File: config.mk
export PLATFORM = sky130hd
export DESIGN_NAME = orb_ram_access
export DESIGN_NICKNAME = d
export VERILOG_FILES = /design/src/rtl/orb_pkg.sv /design/src/rtl/orb_ram_access.sv
export SDC_FILE = /design/constraint.sdc
export NUM_CORES = 1
export LEC_CHECK = 0
export ABC_AREA = 1
export BUFFER_PORTS_ARGS = -buffer_cell sky130_fd_sc_hd__buf_2
export CELL_PAD_IN_SITES_DETAIL_PLACEMENT = 1
export CELL_PAD_IN_SITES_GLOBAL_PLACEMENT = 2
export CORE_MARGIN = 10
export CORE_UTILIZATION = 22
export DETAILED_ROUTE_END_ITERATION = 8
export PLACE_DENSITY = 0.88
export SYNTH_ARGS = -nofsm -noshare
export SYNTH_HDL_FRONTEND = slang
export SYNTH_SLANG_ARGS = --single-unit
export TNS_END_PERCENT = 30
File: constraint.sdc
create_clock -name i_clock -period 3.8 [get_ports i_clock]
set_clock_uncertainty 0.1 [all_clocks]
set_input_delay 0.19 -clock i_clock [delete_from_list [all_inputs] [get_ports i_clock]]
set_output_delay 0.19 -clock i_clock [all_outputs]
set_load 0.05 [all_outputs]
File: src/rtl/orb_pkg.sv
// Constants, types and field layouts of the on-chip RAM access block.
// Assumes a single core clock and a synchronous active-low reset.
package orb_pkg;

  // ****************************************************************
  // Address layout
  // ****************************************************************
  localparam int          ADDR_W      = 32;
  localparam int          BASE_W      = 22;   // Base field, bits [31:10]
  localparam int          SEL_W       = 6;    // Select field, bits [15:10]
  localparam int          SEL_LSB     = 10;
  localparam int          SEL_MSB     = 15;
  localparam int          LINE_LSB    = 5;
  localparam int          LINE_MSB    = 9;
  localparam int          PAGE_W      = 2;    // Pages 0A, 0B, 1A, 1B
  localparam int          PAGE_PAIR   = 1;    // Index bit picking pair 0 or 1
  localparam logic [31:0] NARROW_MASK = 32'h1fff_ffff;  // Bits [28:0]
  localparam logic [4:0]  LINE_ZERO   = 5'h00;
  localparam logic [5:0]  BLOCK_BYTES = 6'h20;

  // ****************************************************************
  // Bus indices and wait figures
  // ****************************************************************
  localparam int          NBUS        = 3;
  localparam int          BUS_OPER    = 0;    // Highest priority on conflict
  localparam int          BUS_IFETCH  = 1;
  localparam int          BUS_SYS     = 2;
  localparam logic [1:0]  WAIT_NONE   = 2'h0;
  localparam logic [1:0]  WAIT_CRBUS  = 2'h1;
  localparam logic [1:0]  WAIT_XPAGE  = 2'h2;

  typedef enum logic [1:0] {
    TGT_OTHER = 2'b00,
    TGT_OL    = 2'b01,
    TGT_IL    = 2'b10
  } orb_tgt_e;

  typedef enum logic {
    BLK_IDLE = 1'b0,
    BLK_XFER = 1'b1
  } orb_blk_e;

endpackage

File: src/rtl/orb_ram_access.sv
// On-chip operand-local and instruction-local RAM access control with
// the 32-byte block transfer engine to external memory.
// Assumes every input comes from logic on i_clock; the RAM arrays, the
// translation buffer and the external memory port sit outside.
//
// How it works
// - Fetches to operand RAM take crossbus, multi-cycle
// - Instruction RAM same-page fetch finishes in one
// - Operand RAM same-page read finishes in one
// - Operand RAM write one cycle absent conflict
// - Operand accesses to instruction RAM multi-cycle
// - Prefetch to operand RAM starts inbound transfer
// - Write-back to operand RAM starts outbound transfer
// - Transfers move 32 aligned bytes
// - Stall only on the page under transfer
// - Translated address: ppn, va[9:5], zeros
// - Cacheability attributes ignored for operand RAM
// - Transfer instructions checked as reads
// - Translation exception suppresses the transfer
// - Untranslated prefetch source from source register
// - Untranslated write-back target from destination register
// - Select bits choose per-bit for [15:10]
// - User access disallowed raises address error
// - Protected mode applies ordinary translation checks
// - Same-page conflicts arbitrated, all complete
// - Page change costs at most two waits
// - No system master access during sleep
// - Extended mode widens base to [31:10]
// - Select zero passes va, one passes register
`timescale 1ns/1ps

module orb_ram_access
  import orb_pkg::*;
(
  input  wire logic              i_clock,
  input  wire logic              i_rst_n,
  // Mode and protection
  input  wire logic              i_translation_enable,
  input  wire logic              i_ram_protect_enable,
  input  wire logic              i_user_access_allow,
  input  wire logic              i_privileged_mode_flag,
  input  wire logic              i_ext_addr_mode,
  input  wire logic              i_sleep_mode,
  // Block transfer address registers
  input  wire logic [BASE_W-1:0] i_page0_src_base,
  input  wire logic [SEL_W-1:0]  i_page0_src_select,
  input  wire logic [BASE_W-1:0] i_page1_src_base,
  input  wire logic [SEL_W-1:0]  i_page1_src_select,
  input  wire logic [BASE_W-1:0] i_page0_dst_base,
  input  wire logic [SEL_W-1:0]  i_page0_dst_select,
  input  wire logic [BASE_W-1:0] i_page1_dst_base,
  input  wire logic [SEL_W-1:0]  i_page1_dst_select,
  // Operand bus (CPU and FPU)
  input  wire logic              i_oper_req,
  input  wire logic              i_oper_write,
  input  wire logic [1:0]        i_oper_tgt,
  input  wire logic [PAGE_W-1:0] i_oper_page,
  output logic                   o_oper_ready,
  output logic                   o_oper_via_crbus,
  output logic                   o_oper_addr_err,
  output logic                   o_oper_mmu_check,
  // Instruction bus
  input  wire logic              i_ifetch_req,
  input  wire logic [1:0]        i_ifetch_tgt,
  input  wire logic [PAGE_W-1:0] i_ifetch_page,
  output logic                   o_ifetch_ready,
  output logic                   o_ifetch_via_crbus,
  output logic                   o_ifetch_addr_err,
  output logic                   o_ifetch_mmu_check,
  // On-chip system bus master, physical address
  input  wire logic              i_sys_req,
  input  wire logic [1:0]        i_sys_tgt,
  input  wire logic [PAGE_W-1:0] i_sys_page,
  output logic                   o_sys_ready,
  output logic                   o_sys_refused,
  // Prefetch / write-back issue to the operand RAM region
  input  wire logic              i_blk_req,
  input  wire logic              i_blk_write,
  input  wire logic [ADDR_W-1:0] i_blk_vaddr,
  input  wire logic [PAGE_W-1:0] i_blk_page,
  input  wire logic              i_tlb_hit,
  input  wire logic              i_tlb_read_ok,
  input  wire logic [BASE_W-1:0] i_tlb_ppn,
  output logic                   o_blk_accept,
  output logic                   o_blk_busy,
  output logic                   o_tlb_miss,
  output logic                   o_prot_err,
  // External memory side
  output logic                   o_ext_req,
  output logic                   o_ext_write,
  output logic [ADDR_W-1:0]      o_ext_addr,
  output logic [5:0]             o_ext_len,
  output logic                   o_ext_uncached,
  input  wire logic              i_ext_done
);

  // ****************************************************************
  // State
  // ****************************************************************
  typedef struct packed {
    logic [NBUS-1:0]             pend;
    logic [NBUS-1:0][1:0]        wcnt;
    logic [NBUS-1:0][PAGE_W-1:0] last_page;
    logic [NBUS-1:0][1:0]        last_tgt;
    orb_blk_e                    blk_st;
    logic [PAGE_W-1:0]           blk_page;
    logic                        blk_write;
    logic [ADDR_W-1:0]           ext_addr;
    logic                        accept;
    logic                        tlb_miss;
    logic                        prot_err;
  } orb_state_s;

  orb_state_s st;
  orb_state_s next_st;

  // Base with per-bit select over [15:10], then address width cut
  function automatic logic [ADDR_W-1:0] orb_phys(input logic [BASE_W-1:0] base,
                                                 input logic [SEL_W-1:0]  sel,
                                                 input logic [ADDR_W-1:0] va,
                                                 input logic              ext);
    logic [ADDR_W-1:0] a;
    a = {base, va[LINE_MSB:LINE_LSB], LINE_ZERO};
    for (int i = 0; i < SEL_W; i++) begin
      a[SEL_LSB+i] = sel[i] ? base[i] : va[SEL_LSB+i];
    end
    return ext ? a : (a & NARROW_MASK);
  endfunction

  // ****************************************************************
  // Access arbitration and wait control
  // ****************************************************************
  logic [NBUS-1:0]             req;
  logic [NBUS-1:0][1:0]        tgt;
  logic [NBUS-1:0][PAGE_W-1:0] page;
  logic [NBUS-1:0]             hold;
  logic [NBUS-1:0]             uerr;
  logic [NBUS-1:0]             rdy;
  logic [NBUS-1:0][1:0]        need;
  logic                        mmu_on;
  logic                        blk_fault;
  logic [ADDR_W-1:0]           blk_addr;

  assign mmu_on = i_translation_enable && i_ram_protect_enable;

  always_comb begin
    req  = {i_sys_req, i_ifetch_req, i_oper_req};
    tgt  = {i_sys_tgt, i_ifetch_tgt, i_oper_tgt};
    page = {i_sys_page, i_ifetch_page, i_oper_page};
    for (int b = 0; b < NBUS; b++) begin
      // Page under transfer stalls, others proceed
      hold[b] = (st.blk_st == BLK_XFER) && (tgt[b] == TGT_OL)
              && (page[b] == st.blk_page);
      // Lower priority bus waits out a same-page collision
      for (int a = 0; a < b; a++) begin
        if (req[a] && (tgt[a] == tgt[b]) && (page[a] == page[b])
            && (tgt[b] != TGT_OTHER)) begin
          hold[b] = 1'b1;
        end
      end
      uerr[b] = (b != BUS_SYS) && (tgt[b] != TGT_OTHER)
              && !i_privileged_mode_flag && !i_user_access_allow;
      // Waits before first completion chance
      if (tgt[b] == TGT_OTHER || b == BUS_SYS || uerr[b]) begin
        need[b] = WAIT_NONE;
      end else if ((b == BUS_IFETCH && tgt[b] == TGT_OL)
                   || (b == BUS_OPER && tgt[b] == TGT_IL)) begin
        need[b] = WAIT_CRBUS;
      end else if ((b == BUS_OPER && i_oper_write) || ((st.last_tgt[b] == tgt[b])
                   && (st.last_page[b] == page[b]))) begin
        need[b] = WAIT_NONE;
      end else begin
        need[b] = WAIT_XPAGE;
      end
    end
    hold[BUS_SYS] = hold[BUS_SYS] || i_sleep_mode;
    for (int b = 0; b < NBUS; b++) begin
      rdy[b] = req[b] && !hold[b] && (st.pend[b] ? (st.wcnt[b] == WAIT_NONE)
                                                : (need[b] == WAIT_NONE));
      if (uerr[b]) begin
        rdy[b] = req[b];
      end
    end
  end

  // ****************************************************************
  // Block transfer address and fault check
  // ****************************************************************
  always_comb begin
    // Prefetch and write-back both check as reads
    blk_fault = mmu_on && !(i_tlb_hit && i_tlb_read_ok);
    if (mmu_on) begin
      blk_addr = orb_phys(i_tlb_ppn, {SEL_W{1'b1}}, i_blk_vaddr,
                          i_ext_addr_mode);
    end else if (!i_blk_write) begin
      blk_addr = i_blk_page[PAGE_PAIR]
               ? orb_phys(i_page1_src_base, i_page1_src_select, i_blk_vaddr,
                          i_ext_addr_mode)
               : orb_phys(i_page0_src_base, i_page0_src_select, i_blk_vaddr,
                          i_ext_addr_mode);
    end else begin
      blk_addr = i_blk_page[PAGE_PAIR]
               ? orb_phys(i_page1_dst_base, i_page1_dst_select, i_blk_vaddr,
                          i_ext_addr_mode)
               : orb_phys(i_page0_dst_base, i_page0_dst_select, i_blk_vaddr,
                          i_ext_addr_mode);
    end
  end

  // ****************************************************************
  // Next state
  // ****************************************************************
  always_comb begin
    next_st          = st;
    next_st.accept   = 1'b0;
    next_st.tlb_miss = 1'b0;
    next_st.prot_err = 1'b0;
    for (int b = 0; b < NBUS; b++) begin
      if (rdy[b]) begin
        next_st.pend[b]      = 1'b0;
        next_st.wcnt[b]      = WAIT_NONE;
        next_st.last_page[b] = page[b];
        next_st.last_tgt[b]  = uerr[b] ? TGT_OTHER : tgt[b];
      end else if (req[b] && !st.pend[b]) begin
        next_st.pend[b] = 1'b1;
        next_st.wcnt[b] = (need[b] == WAIT_NONE) ? WAIT_NONE : need[b] - 2'h1;
      end else if (st.pend[b] && st.wcnt[b] != WAIT_NONE) begin
        next_st.wcnt[b] = st.wcnt[b] - 2'h1;
      end
    end
    unique case (st.blk_st)
      BLK_IDLE: begin
        if (i_blk_req && blk_fault) begin
          next_st.tlb_miss = !i_tlb_hit;
          next_st.prot_err = i_tlb_hit;
        end else if (i_blk_req) begin
          next_st.blk_st    = BLK_XFER;
          next_st.accept    = 1'b1;
          next_st.blk_write = i_blk_write;
          next_st.blk_page  = i_blk_page;
          next_st.ext_addr  = blk_addr;
        end
      end
      BLK_XFER: begin
        if (i_ext_done) begin
          next_st.blk_st = BLK_IDLE;
        end
      end
    endcase
  end

  always_ff @(posedge i_clock) begin
    if (!i_rst_n) begin
      st <= '0;
    end else begin
      st <= next_st;
    end
  end

  // ****************************************************************
  // Outputs
  // ****************************************************************
  assign o_oper_ready       = rdy[BUS_OPER];
  assign o_ifetch_ready     = rdy[BUS_IFETCH];
  assign o_sys_ready        = rdy[BUS_SYS];
  assign o_oper_addr_err    = i_oper_req && uerr[BUS_OPER];
  assign o_ifetch_addr_err  = i_ifetch_req && uerr[BUS_IFETCH];
  assign o_oper_via_crbus   = i_oper_req && (i_oper_tgt == TGT_IL);
  assign o_ifetch_via_crbus = i_ifetch_req && (i_ifetch_tgt == TGT_OL);
  assign o_oper_mmu_check   = i_oper_req && mmu_on && (i_oper_tgt != TGT_OTHER);
  assign o_ifetch_mmu_check = i_ifetch_req && mmu_on && (i_ifetch_tgt != TGT_OTHER);
  assign o_sys_refused      = i_sys_req && i_sleep_mode;
  assign o_blk_accept       = st.accept;
  assign o_blk_busy         = (st.blk_st == BLK_XFER);
  assign o_tlb_miss         = st.tlb_miss;
  assign o_prot_err         = st.prot_err;
  assign o_ext_req          = (st.blk_st == BLK_XFER);
  assign o_ext_write        = st.blk_write;
  assign o_ext_addr         = st.ext_addr;
  assign o_ext_len          = BLOCK_BYTES;
  // Translation cache attributes are never consulted here
  assign o_ext_uncached     = 1'b1;

  // ****************************************************************
  // Checks
  // ****************************************************************
  AST_CRBUS_MULTI: assert property (@(posedge i_clock) disable iff (!i_rst_n)
    i_ifetch_req && i_ifetch_tgt == TGT_OL && !st.pend[BUS_IFETCH] && !uerr[BUS_IFETCH]
    |-> !o_ifetch_ready) else $error("crossbus fetch done in one cycle");
  AST_OPER_IL_MULTI: assert property (@(posedge i_clock) disable iff (!i_rst_n)
    i_oper_req && i_oper_tgt == TGT_IL && !st.pend[BUS_OPER] && !uerr[BUS_OPER]
    |-> !o_oper_ready) else $error("operand to IL done in one cycle");
  AST_WRITE_FAST: assert property (@(posedge i_clock) disable iff (!i_rst_n)
    i_oper_req && i_oper_write && i_oper_tgt == TGT_OL && !st.pend[BUS_OPER]
    && !hold[BUS_OPER] |-> o_oper_ready) else $error("write not one cycle");
  AST_READ_SAME_PAGE: assert property (@(posedge i_clock) disable iff (!i_rst_n)
    i_oper_req && !i_oper_write && i_oper_tgt == TGT_OL && !st.pend[BUS_OPER]
    && st.last_tgt[BUS_OPER] == TGT_OL && st.last_page[BUS_OPER] == i_oper_page
    && !hold[BUS_OPER] |-> o_oper_ready) else $error("same-page read waited");
  AST_XPAGE_BOUND: assert property (@(posedge i_clock) disable iff (!i_rst_n)
    i_ifetch_req && !st.pend[BUS_IFETCH] && !hold[BUS_IFETCH] && !o_ifetch_ready
    ##1 (i_ifetch_req && !hold[BUS_IFETCH]) [*2] |-> o_ifetch_ready)
    else $error("more than two waits");
  AST_SLEEP_BLOCK: assert property (@(posedge i_clock) disable iff (!i_rst_n)
    i_sleep_mode |-> !o_sys_ready) else $error("system access in sleep");
  AST_FAULT_SUPPRESS: assert property (@(posedge i_clock) disable iff (!i_rst_n)
    i_blk_req && !o_blk_busy && blk_fault |=> !o_ext_req && (o_tlb_miss || o_prot_err))
    else $error("faulted transfer started");
  AST_ALIGN: assert property (@(posedge i_clock) disable iff (!i_rst_n)
    o_ext_req |-> o_ext_addr[4:0] == LINE_ZERO && o_ext_len == BLOCK_BYTES)
    else $error("transfer not aligned");
  AST_PAGE_STALL: assert property (@(posedge i_clock) disable iff (!i_rst_n)
    o_blk_busy && i_oper_req && i_oper_tgt == TGT_OL && i_oper_page == st.blk_page
    && !uerr[BUS_OPER] |-> !o_oper_ready) else $error("busy page accessed");
  AST_CONFLICT_LOSER: assert property (@(posedge i_clock) disable iff (!i_rst_n)
    i_oper_req && i_ifetch_req && i_oper_tgt == i_ifetch_tgt && i_oper_tgt != TGT_OTHER
    && i_oper_page == i_ifetch_page && !uerr[BUS_IFETCH] |-> !o_ifetch_ready)
    else $error("conflict not arbitrated");
  AST_START: assert property (@(posedge i_clock) disable iff (!i_rst_n)
    i_blk_req && !o_blk_busy && !blk_fault |=> o_ext_req && o_blk_accept
    && o_ext_write == $past(i_blk_write) && o_ext_addr == $past(blk_addr))
    else $error("transfer did not start");
  AST_USER_ERR: assert property (@(posedge i_clock) disable iff (!i_rst_n)
    i_oper_req && i_oper_tgt == TGT_OL && !i_privileged_mode_flag && !i_user_access_allow
    |-> o_oper_addr_err && o_oper_ready) else $error("user access not trapped");
  AST_NARROW: assert property (@(posedge i_clock) disable iff (!i_rst_n)
    i_blk_req && !o_blk_busy && !blk_fault && !i_ext_addr_mode
    |=> o_ext_addr[31:29] == 3'h0) else $error("narrow mode high bits");

  COV_PREFETCH: cover property (@(posedge i_clock) disable iff (!i_rst_n)
    o_blk_accept && !o_ext_write ##[1:20] i_ext_done);
  COV_WRITEBACK: cover property (@(posedge i_clock) disable iff (!i_rst_n)
    o_blk_accept && o_ext_write);
  COV_CONFLICT: cover property (@(posedge i_clock) disable iff (!i_rst_n)
    hold[BUS_IFETCH] && i_oper_req ##[1:4] o_ifetch_ready);
  COV_TLB_MISS: cover property (@(posedge i_clock) disable iff (!i_rst_n) o_tlb_miss);

endmodule // orb_ram_access

After elaboration in Yosys (flattened, before gate mapping)

Index checks and enable logic that the tools add are counted.
W data, S select, Z words.

Register bits: 56
Input port bits: 197
Word-level logic and storage cells: 183

$add $sub $neg: 5
Equality and inequality tests: 17
Muxes and demuxes: 59
Bitwise logic cells: 3
Reduce and logical (&&, ||, !) cells: 82

Operator list:

| cell                  | count |
|---|---|
| $mux W32              | 9 |
| $mux W37              | 2 |
| $logic_and A1 B1 Y1   | 46 |
| $mux W1               | 33 |
| $mux W2               | 14 |
| $eq A2 B2 Y1          | 13 |
| $reduce_bool A2 Y1    | 8 |
| $logic_not A2 Y1      | 7 |
| $logic_not A1 Y1      | 10 |
| $sub A2 B1 Y2 const B | 5 |
| $reduce_or A3 Y1      | 3 |
| $eq A2 B1 Y1 const B  | 3 |
| $reduce_or A2 Y1      | 3 |
| $logic_or A1 B1 Y1    | 4 |
| $not A1 Y1            | 3 |
| $reduce_and A3 Y1     | 1 |
| $eq A2 B2 Y1 const B  | 1 |
| $pmux W1 S2           | 1 |

Longest topological paths before layout

Gate-level depths: netlist of the first run.

Word-level depth: 11
Gate-level depth with buffers: 13
Depth with buffers taken out: 12

Worst setup path after synthesis of the first run

Ideal clock, no wire load.

Kind: input to output
Start: in i_oper_tgt[1]
End: out o_oper_ready
Data arrival time: 1794 ps
Setup slack: 1716 ps
Cell stages on the path: 7
Cell sequence: buf_6 > nor2_1 > nor3_1 > inv_1 > nor2_1 > inv_2 > nand2_1

Longest elaborated chain between the ends: 10
Elaborated cells between the ends (all ways): 21

Ends and longest elaborated chain:

| what                | RTL line              | RTL |
|---|---|---|
| start, declared     | orb_ram_access.sv:56  | `input wire logic [1:0] i_oper_tgt,` |
| $eq A2 B2 Y1        | orb_ram_access.sv:169 | `end else if ((b == BUS_OPER && i_oper_write) \|\| ((st.last_tgt[b] == tgt[b])` |
| $logic_and A1 B1 Y1 | orb_ram_access.sv:170 | `&& (st.last_page[b] == page[b]))) begin` |
| $logic_or A1 B1 Y1  | orb_ram_access.sv:169 |  |
| $mux W2             | orb_ram_access.sv:169 |  |
| $mux W2             | orb_ram_access.sv:166 | `end else if ((b == BUS_IFETCH && tgt[b] == TGT_OL)` |
| $mux W2             | orb_ram_access.sv:164 | `if (tgt[b] == TGT_OTHER \|\| b == BUS_SYS \|\| uerr[b]) begin` |
| $logic_not A2 Y1    | orb_ram_access.sv:179 | `: (need[b] == WAIT_NONE));` |
| $mux W1             | orb_ram_access.sv:178 | `rdy[b] = req[b] && !hold[b] && (st.pend[b] ? (st.wcnt[b] == WAIT_NONE)` |
| $logic_and A1 B1 Y1 | orb_ram_access.sv:178 |  |
| $mux W1 *           | orb_ram_access.sv:180 | `if (uerr[b]) begin` |
| end, declared       | orb_ram_access.sv:58  | `output logic o_oper_ready,` |

Every way passes the cells marked *; elsewhere a longest branch is shown, timed or not.

Worst setup path in the final report of the first run

Start: in i_tlb_hit
End: reg st (netlist bit o_ext_addr[11])

Longest elaborated chain between the ends: 6

Ends and longest elaborated chain:

| what                        | RTL line              | RTL |
|---|---|---|
| start, declared             | orb_ram_access.sv:81  | `input wire logic i_tlb_hit,` |
| $logic_and A1 B1 Y1         | orb_ram_access.sv:191 | `blk_fault = mmu_on && !(i_tlb_hit && i_tlb_read_ok);` |
| $logic_not A1 Y1            | orb_ram_access.sv:191 |  |
| $logic_and A1 B1 Y1         | orb_ram_access.sv:191 |  |
| $logic_and A1 B1 Y1         | orb_ram_access.sv:233 | `if (i_blk_req && blk_fault) begin` |
| $not A1 Y1 (no line)        | n/a                   |  |
| $reduce_and A3 Y1 (no line) | n/a                   |  |
| end signal, assigned        | orb_ram_access.sv:256 | `st <= next_st;` |
| end, declared               | orb_ram_access.sv:114 | `orb_state_s st;` |

No other way between the ends.
A chain may end at the register's enable or synchronous reset.

==> results of run 1 <==
[power by group]
part           switching, mW  total, mW  internal [mW]
clock                  0.203      0.461          0.258
sequential            0.0254      0.604          0.579
combinational          0.405      0.594          0.189
[per-layer routing]
layer	track usage	up-vias	wire length, µm
met3	0.0690	13	1700
met5	0	-	0
met1	0.149	2085	6920
met4	0.0322	0	216
met2	0.233	157	7820
li1	-	2305	-
[state kept, by name, indices dropped and copies added, names as in the netlist]
| name | flops |
|---|---|
| o_blk_accept | 1 |
| o_blk_busy | 1 |
| o_ext_addr | 27 |
| o_ext_write | 1 |
| o_prot_err | 1 |
| o_tlb_miss | 1 |
| st | 19 |
[final timing paths]
| kind | depth (start not counted) | from | end | slack, ns |
|---|---|---|---|---|
| max reg2reg | 5 | o_blk_busy | o_ext_addr[11] | 1.64 |
| min reg2reg | 2 | st[59] | st[59] | 0.37 |
| max | 8 | i_tlb_hit | o_ext_addr[11] | 1.44 |
| min | 3 | i_blk_vaddr[6] | o_ext_addr[6] | 0.05 |
[layout by cell type, fill, tap and decap left out]
cell	instances
buf_2	218
nor2_1	92
o21ai_0	91
nand2_1	76
a21oi_1	66
dfxtp_1	51
inv_1	45
nand3_1	31
o22ai_1	16
conb_1	12
o211ai_1	10
inv_2	9
xnor2_1	9
nor3_1	9
xor2_1	7
clkbuf_16	5
nand4_1	4
nand2_2	3
nand2_4	3
ha_1	3
or2_2	2
nand3_2	2
dlygate4sd3_1	2
buf_4	2
nor2_4	1
nor2_2	1
nor3_2	1
inv_4	1
or2_4	1
and3_1	1
a21oi_2	1
o21ai_1	1
nor3b_1	1
clkinv_2	1
clkbuf_8	1
[metrics by stage]
stage,setup slack (ns),instances,utilization,total power [mW],hold slack (ns)
4_1_cts,1.43,1004,0.287,1.69,0.0431
3_5_place_dp,1.59,995,0.278,1.22,0.301
5_1_grt,1.18,1004,0.287,1.78,0.0626
6_report,1.44,1004,0.287,1.66,0.0532
3_3_place_gp,1.64,995,0.278,1.21,0.295
2_1_floorplan,1.72,625,-,1.06,0.168
[critical path: cells and delay by family]
kind            cells  cell delay, ns
compound gates      3            0.57
simple gates        1            0.43
buf+inv             4            1.19
[area by class of cell]
class | count | area [µm²]
timing repair buffer | 222 | 1130
sequential | 51 | 1020
clock buffer | 6 | 139
fill | 2297 | 12300
clock inverter | 1 | 5.00
tap | 225 | 282
multi-input combinational | 444 | 2190
inverter | 55 | 209
[cell families after synthesis]
kind of cell / synth area share
AO/OA/AOI/OAI: 0.251
XOR/XNOR: 0.0360
adder cells (fa/ha/maj): 0.00965
buffers and inverters: 0.185
flip-flops: 0.262
other: 0.00193
AND/OR/NAND/NOR: 0.255
==> metrics.cfg, run 1 <==
[clocking]
numClockSinks=51
numCtsBuffers=5
clk_pin_slew_worst_paths_ns=0.07
holdBufCountCts=2
clk_path_buf_depth=2
htreeDepth=2
post_cts_buffers=0
cts_tree=done
clock-root-buffer=clkbuf_16
cts_resized=0
insertion_delay_ns=0.29

[global_routing]
overflow=0
antenna_found_initial=0
first_global_vias=4917
grt_pass1_wl_um=26200
grt_max_degree=49
grt_use_total=0.137

[route]
drt_iter0_drc=121
drt-total-wl_um=16700
vias=4560
wire_per_inst_um=16.6
drtPass1Iterations=4
vias_per_cell=4.54
drcViolationCount=0
ant_nets=0

[yosys]
ys_warn_count=0
ys_async_sr_fraction=0
synth_cell_types=33
synth-seq-cells=51
yosysMostFrequentCell=nor2_1
synth_top_area_cell=dfxtp_1
postSynthAreaPerCell_um2=6.33
synth_top_cells_by_count=nor2_1 (92), o21ai_0 (91), nand2_1 (76), a21oi_1 (66), dfxtp_1 (51)
synth.cell_area_um2=3890
synthFlopType=dfxtp_1
yosys-top-cells-area=dfxtp_1 (26%), o21ai_0 (12%), buf_4 (9.5%)
synth_top_area_share=0.262
synth_edf_count=0
synthCells=615
seq_area_frac_synth=0.262

[worst_setup_path]
critPathMaxStageDelay_ns=0.55
required_ns=3.86
timing.critical_path.cells=dlygate4sd3_1 -> buf_2 -> a21oi_2 -> inv_2 -> nand2_2 -> inv_2 -> o21ai_0 -> a21oi_1
cp-start-kind=primary input
cp-end-kind=flip-flop
crit_path_frequent_cell=inv_2
slowest_stage=dlygate4sd3_1
crit_type=primary input to flip-flop
crit_fanout=37
cp_data_arrival_time_ns=2.42

[worst_hold_path]
hp-class=primary input to flip-flop

[floorplan]
fp.dieH_um=153
die_w_um=153
start_util=0.225
core-area_um2=17300
io_pins=252
fp-row-count=48
fp.dieArea_um2=23400

[placed_design]
routabilityCongestion=0.793
port-buffer-count=218
postPlaceCellArea_um2=4810
hpwlAfterDp_um=13500

[finish]
nNetsFinal=979
n_antenna_cell=0
drive_above_1_share=0.323
final_area_um2=4970
areaGrowthSynthToFinish_pct=27.8

[run]
drv_cap=0

[pwr]
powerDensity_nw_per_um2=334
cellLeakagePower_nw=2.48
ir_drop_mv=0.142

[timing]
relSlewSlack=0.404
grt_setup_unrepaired=false
drv_slew=0
finalCriticalPeriod_ns=2.36
tightest_slew_ns=0.894
tns_ns=0
hold_viol=0
timing.final.crit_share=0.620
setup_viol=0
fmax_mhz=424

[outcome]
status=finished clean

Power figures use the tool's default switching activity.
==> inputs of run 2 (changes only) <==
--- a/config.mk
+++ b/config.mk
@@ -10,9 +10,9 @@
 export CELL_PAD_IN_SITES_DETAIL_PLACEMENT = 1
 export CELL_PAD_IN_SITES_GLOBAL_PLACEMENT = 2
 export CORE_MARGIN = 10
-export CORE_UTILIZATION = 22
+export CORE_UTILIZATION = 18
 export DETAILED_ROUTE_END_ITERATION = 8
-export PLACE_DENSITY = 0.88
+export PLACE_DENSITY = 0.77
 export SYNTH_ARGS = -nofsm -noshare
 export SYNTH_HDL_FRONTEND = slang
 export SYNTH_SLANG_ARGS = --single-unit
==> constraint.sdc (replaced) <==
create_clock -name i_clock -period 2 [get_ports i_clock]
set_clock_uncertainty 0.1 [all_clocks]
set_input_delay 0.1 -clock i_clock [delete_from_list [all_inputs] [get_ports i_clock]]
set_output_delay 0.1 -clock i_clock [all_outputs]
set_load 0.05 [all_outputs]
==> run 2 against run 1 <==
  * Sequential share of layout area fell by 1.6 points
  * Clock power rose by 91%
  * Die area rose by 19%
  * Critical endpoint is now o_oper_ready
  * Clock-buffer cell count fell by 1
  * Largest power group is now combinational logic
  * Register-to-register slack got worse by 1.3 ns
  * Critical path depth did not move
  * Worst hold slack got worse by 0.032 ns
  * Non-clock buffer count rose by 36
  * Routed wire length rose by 5.0%
  * Design area rose by 8.6%
  * First-iteration DRC count fell by 5.8%
  * Cell count rose by 8.6%
==> metrics.cfg, run 2 (synthesis gave the netlist of run 1 again) <==
[route]
vias=4664  ; was 4560
drtPass1Iterations=4  ; unchanged
wire_per_inst_um=16.0  ; was 16.6 µm
ant_nets=0  ; unchanged
drt-total-wl_um=17500  ; was 16700 µm
drt_iter0_drc=114  ; was 121
vias_per_cell=4.28  ; was 4.54
drcViolationCount=0  ; unchanged

[placed_design]
place_ws_ns=0.374  ; was 1.59 ns
routabilityCongestion=0.790  ; was 0.793
hpwlAfterDp_um=14300  ; was 13500 µm
port-buffer-count=218  ; unchanged

[worst_setup_path]
critPathTopFamily=simple AND/OR/NAND/NOR gates  ; was buffers and inverters
critPathMaxStageDelay_ns=0.33  ; was 0.55 ns
crit_type=flip-flop to output port  ; was primary input to flip-flop
slowest_stage=dfxtp_1  ; was dlygate4sd3_1
cp_data_arrival_time_ns=1.71  ; was 2.42 ns
cp-start-kind=flip-flop  ; was primary input
cp-end-kind=output port  ; was flip-flop
reg2reg_slack_ns=0.34  ; was 1.64 ns
path_buf_inv=3  ; was 4
crit_fanout=10  ; was 37
timing.critical_path.cells=inv_1 -> ha_1 -> or2_2 -> nand3_1 -> inv_2 -> nand2_4 -> nand2_1 -> buf_6  ; was dlygate4sd3_1 -> buf_2 -> a21oi_2 -> inv_2 -> nand2_2 -> inv_2 -> o21ai_0 -> a21oi_1
required_ns=1.80  ; was 3.86 ns

[pwr]
p_sw_frac=0.389  ; was 0.382
finalPower_mw=3.23  ; was 1.66 mW
cellLeakagePower_nw=2.64  ; was 2.48 nW
pwr-share-clk=0.272  ; was 0.278
combPwrFrac=0.373  ; was 0.358
p_switching_mw=1.26  ; was 0.633 mW
powerDensity_nw_per_um2=599  ; was 334 nW/µm²
seqPwrFrac=0.355  ; was 0.364
ir_drop_mv=0.231  ; was 0.142 mV
intPower_mw=1.97  ; was 1.03 mW

[finish]
final_cell_mix=buf_2 (216), nor2_1 (92), o21ai_0 (91)  ; was buf_2 (218), nor2_1 (92), o21ai_0 (91)
largest_reg_flops=27  ; unchanged
drive_above_1_share=0.320  ; was 0.323
final_common_cell=buf_2  ; unchanged
nNetsFinal=1015  ; was 979
areaGrowthSynthToFinish_pct=38.8  ; was 27.8%
n_antenna_cell=0  ; unchanged
utilization=0.255  ; was 0.287

[floorplan]
fp-row-count=53  ; was 48
start_util=0.184  ; was 0.225
fp.dieH_um=167  ; was 153 µm
fp.dieArea_um2=27900  ; was 23400 µm²
die_w_um=167  ; was 153 µm
io_pins=252  ; unchanged
core-area_um2=21200  ; was 17300 µm²

[timing]
grt_setup_unrepaired=false  ; unchanged
relSlewSlack=0.570  ; was 0.404
whs_ns=0.0210  ; was 0.0532 ns
drv_slew=0  ; unchanged
setup_viol=0  ; unchanged
finalCriticalPeriod_ns=1.91
fmax_mhz=523
tns_ns=0  ; unchanged
fin_ws_ns=0.0872  ; was 1.44 ns
timing.final.crit_share=0.956
hold_viol=0  ; unchanged
tightest_slew_ns=0.645  ; was 0.894 ns

[clocking]
clk_pin_slew_worst_paths_ns=0.07  ; about the same
post_cts_buffers=0  ; unchanged
cts_tree=done  ; unchanged
numCtsBuffers=5  ; unchanged
clock-root-buffer=clkbuf_16  ; unchanged
htreeDepth=2  ; unchanged
clk_path_buf_depth=2  ; unchanged
insertion_delay_ns=0.30  ; was 0.29 ns
numClockSinks=51  ; unchanged

[global_routing]
first_global_vias=5063  ; was 4917
overflow=0  ; unchanged
grt_max_degree=36  ; was 49
grt_use_total=0.121  ; was 0.137
antenna_found_initial=0  ; unchanged
grt_pass1_wl_um=27400  ; was 26200 µm

[outcome]
status=finished clean  ; unchanged

[worst_hold_path]
hp-class=primary input to flip-flop  ; unchanged

[run]
drv_cap=0  ; unchanged

## run 2: tightest hold or removal path, delay by kind of cell
kind            cells  cell delay [ns]
compound gates      2             0.21
buf+inv             1             0.07
## run 2: power by group through the flow
| stage | Sequential (mW) | Clock (mW) | Combinational (mW) |
|---|---|---|---|
| floorplan | 1.18 | 0 | 0.843 |
| global placement | 1.17 | 0 | 1.17 |
| detailed placement | 1.17 | 0 | 1.18 |
| CTS | 1.15 | 0.943 | 1.22 |
| global route | 1.16 | 0.975 | 1.34 |
| finish | 1.15 | 0.880 | 1.21 |
## run 2: area by class of cell
cell class	instances	area (µm²)
fill	2759	15800
multi-input combinational	444	2190
timing repair buffer	258	1500
sequential	51	1020
tap	275	344
inverter	55	209
clock buffer	5	125
clock inverter	2	13.8
## run 2: final timing paths
| kind | startpoint | endpoint | depth (start not counted) |
|---|---|---|---|
| worst max-delay path | st[51] | o_oper_ready | 8 |
| worst min-delay path | i_tlb_ppn[20] | o_ext_addr[30] | 3 |
| worst max register to register | o_blk_busy | o_tlb_miss | 4 |
| worst min register to register | st[42] | st[42] | 2 |
## run 2: per-stage QoR
stage,instances,area (µm²)
5_1_grt,1090,5400
4_1_cts,1090,5390
3_5_place_dp,1054,4960
6_report,1090,5400
2_1_floorplan,625,3930
3_3_place_gp,1054,4960
## run 2: repair_timing
action | 4_1_cts | 5_1_grt
setup endpoints to repair | 0 | 2
hold buffers | 29 | 0
resized for setup | 0 | 5
hold endpoints to repair | 28 | 0
## run 2: metal layers
metal / vias to the layer above / share of wire / track usage
met4: 0 / 0.013 / 0.0302
li1: 2383 / - / -
met3: 12 / 0.086 / 0.0475
met1: 2114 / 0.43 / 0.138
met2: 155 / 0.48 / 0.207
met5: - / 0 / 0
==> inputs of run 3 (changes only) <==
--- a/config.mk
+++ b/config.mk
@@ -12,7 +12,8 @@
 export CORE_MARGIN = 10
 export CORE_UTILIZATION = 18
 export DETAILED_ROUTE_END_ITERATION = 8
-export PLACE_DENSITY = 0.77
+export PLACE_DENSITY_LB_ADDON = 0.1
+export SLEW_MARGIN = 20
 export SYNTH_ARGS = -nofsm -noshare
 export SYNTH_HDL_FRONTEND = slang
 export SYNTH_SLANG_ARGS = --single-unit
==> run 3 against run 2 <==
  * Critical path type unchanged
  * First-iteration DRC count is 13% higher
  * Critical endpoint is now o_sys_ready
  * The run now ends with negative hold slack left
  * Design area is 0.95% lower
  * Global-route usage is 0.84 points higher
  * Cell count is 0.64% lower
==> metrics.cfg, run 3 (synthesis gave the netlist of run 1 again) <==
[outcome]
status=finished with violations  ; was finished clean
violations=negative hold slack

[finish]
fin_cells=1083  ; was 1090
areaGrowthSynthToFinish_pct=37.5  ; was 38.8%
n_antenna_cell=0  ; unchanged
nNetsFinal=1007  ; was 1015
final_common_cell=buf_2  ; unchanged
drive_above_1_share=0.323  ; was 0.320
final_area_um2=5350  ; was 5400 µm²
final_cell_mix=buf_2 (216), nor2_1 (92), o21ai_0 (91)  ; unchanged
utilization=0.253  ; was 0.255
largest_reg_flops=27  ; unchanged

[route]
drt_iter0_drc=129  ; was 114
drcViolationCount=0  ; unchanged
vias_per_cell=4.36  ; was 4.28
vias=4719  ; was 4664
drt-total-wl_um=18900  ; was 17500 µm
drtPass1Iterations=4  ; unchanged
wire_per_inst_um=17.4  ; was 16.0 µm
ant_nets=0  ; unchanged

[floorplan]
io_pins=252  ; unchanged
fp-row-count=53  ; unchanged
fp.dieArea_um2=27900  ; unchanged
start_util=0.184  ; unchanged
core-area_um2=21200  ; unchanged
fp.dieH_um=167  ; unchanged
die_w_um=167  ; unchanged

[timing]
setup_viol=0  ; unchanged
timing.final.crit_share=0.954  ; was 0.956
relSlewSlack=0.603  ; was 0.570
hold_viol=1  ; was 0
drv_slew=0  ; unchanged
fmax_mhz=524  ; was 523 MHz
fin_ws_ns=0.0921  ; was 0.0872 ns
tns_ns=0  ; unchanged
whs_ns=-0.0116  ; was 0.0210 ns
grt_setup_unrepaired=true  ; was false
tightest_slew_ns=0.595  ; was 0.645 ns
finalCriticalPeriod_ns=1.91  ; about the same

[worst_setup_path]
crit_type=flip-flop to output port  ; unchanged
cp-start-kind=flip-flop  ; unchanged
cp_data_arrival_time_ns=1.71  ; about the same
crit_fanout=4  ; was 10
required_ns=1.80  ; about the same
cp-end-kind=output port  ; unchanged

[global_routing]
overflow=0  ; unchanged
antenna_found_initial=3  ; was 0
grt_max_degree=49  ; was 36
grt_pass1_wl_um=29200  ; was 27400 µm
grt_use_total=0.129  ; was 0.121
first_global_vias=5316  ; was 5063

[placed_design]
dpl.cell_count=1053  ; was 1054
place_ws_ns=0.256  ; was 0.374 ns
port-buffer-count=218  ; unchanged
postPlaceCellArea_um2=4970  ; was 4960 µm²
routabilityCongestion=0.779  ; was 0.790
hpwlAfterDp_um=15600  ; was 14300 µm

[clocking]
clk_pin_slew_worst_paths_ns=0.08  ; was 0.07 ns
clk_path_buf_depth=2  ; unchanged
post_cts_buffers=0  ; unchanged
clock-root-buffer=clkbuf_16  ; unchanged
insertion_delay_ns=0.30  ; about the same
numCtsBuffers=5  ; unchanged
cts_tree=done  ; unchanged
numClockSinks=51  ; unchanged
htreeDepth=2  ; unchanged

[run]
drv_cap=0  ; unchanged

[pwr]
powerDensity_nw_per_um2=611  ; was 599 nW/µm²
ir_drop_mv=0.269  ; was 0.231 mV
cellLeakagePower_nw=2.62  ; was 2.64 nW

[worst_hold_path]
hp-class=primary input to flip-flop  ; unchanged

==> run 3: path summary, 6_finish.rpt <==
check                       end  cells past startpoint           start  slack [ns]
setup reg to reg     o_tlb_miss                      4      o_blk_busy        0.45
hold / removal    o_ext_addr[6]                      3  i_blk_vaddr[6]       -0.01
hold reg to reg          st[42]                      2          st[42]        0.38
setup / recovery    o_sys_ready                      8          st[55]        0.09
==> run 3: stage by stage <==
stage	hold slack, ns	power, mW
detailed placement	0.208	2.36
global placement	0.206	2.34
CTS	0.00225	3.35
global route	0.0183	3.50
finish	-0.0116	3.27
floorplan	0.0776	2.02
==> run 3: layout make-up <==
class                   instances  area, µm²
fillers                      2709      15800
multi-input cells             444       2190
repair buffers                250       1430
flip-flops and latches         51       1020
well taps                     275        344
inverters                      55        211
clock buffers                   5        125
clock inverters                 3       22.5
==> run 3: worst max-delay path: stages (launching register included) <==
cell and delay, ns:
dfxtp_1 0.35, inv_1 0.05, ha_1 0.18, or2_2 0.33, nand4_1 0.10, inv_1 0.04, nand2_1 0.10, inv_1 0.05
buf_2 0.20
==> run 3: timing repair <==
action	in CTS	in global routing
hold buffers	22	0
hold endpoints to repair	21	0
endpoints found under the setup margin	0	15
gates resized for setup	0	6
==> run 3: power by group <==
group | internal [mW] | switching, mW
Clock | 0.473 | 0.441
Combinational | 0.407 | 0.803
Sequential | 1.10 | 0.0464
Total | 1.98 | 1.29
==> run 3: routing by layer <==
| layer | vias to the layer above | GRT usage | share of wire |
|---|---|---|---|
| met3 | 20 | 0.0560 | 0.084 |
| met2 | 135 | 0.228 | 0.49 |
| met1 | 2196 | 0.140 | 0.41 |
| met4 | 4 | 0.0294 | 0.015 |
| met5 | - | 0 | 0.0014 |
| li1 | 2364 | - | - |
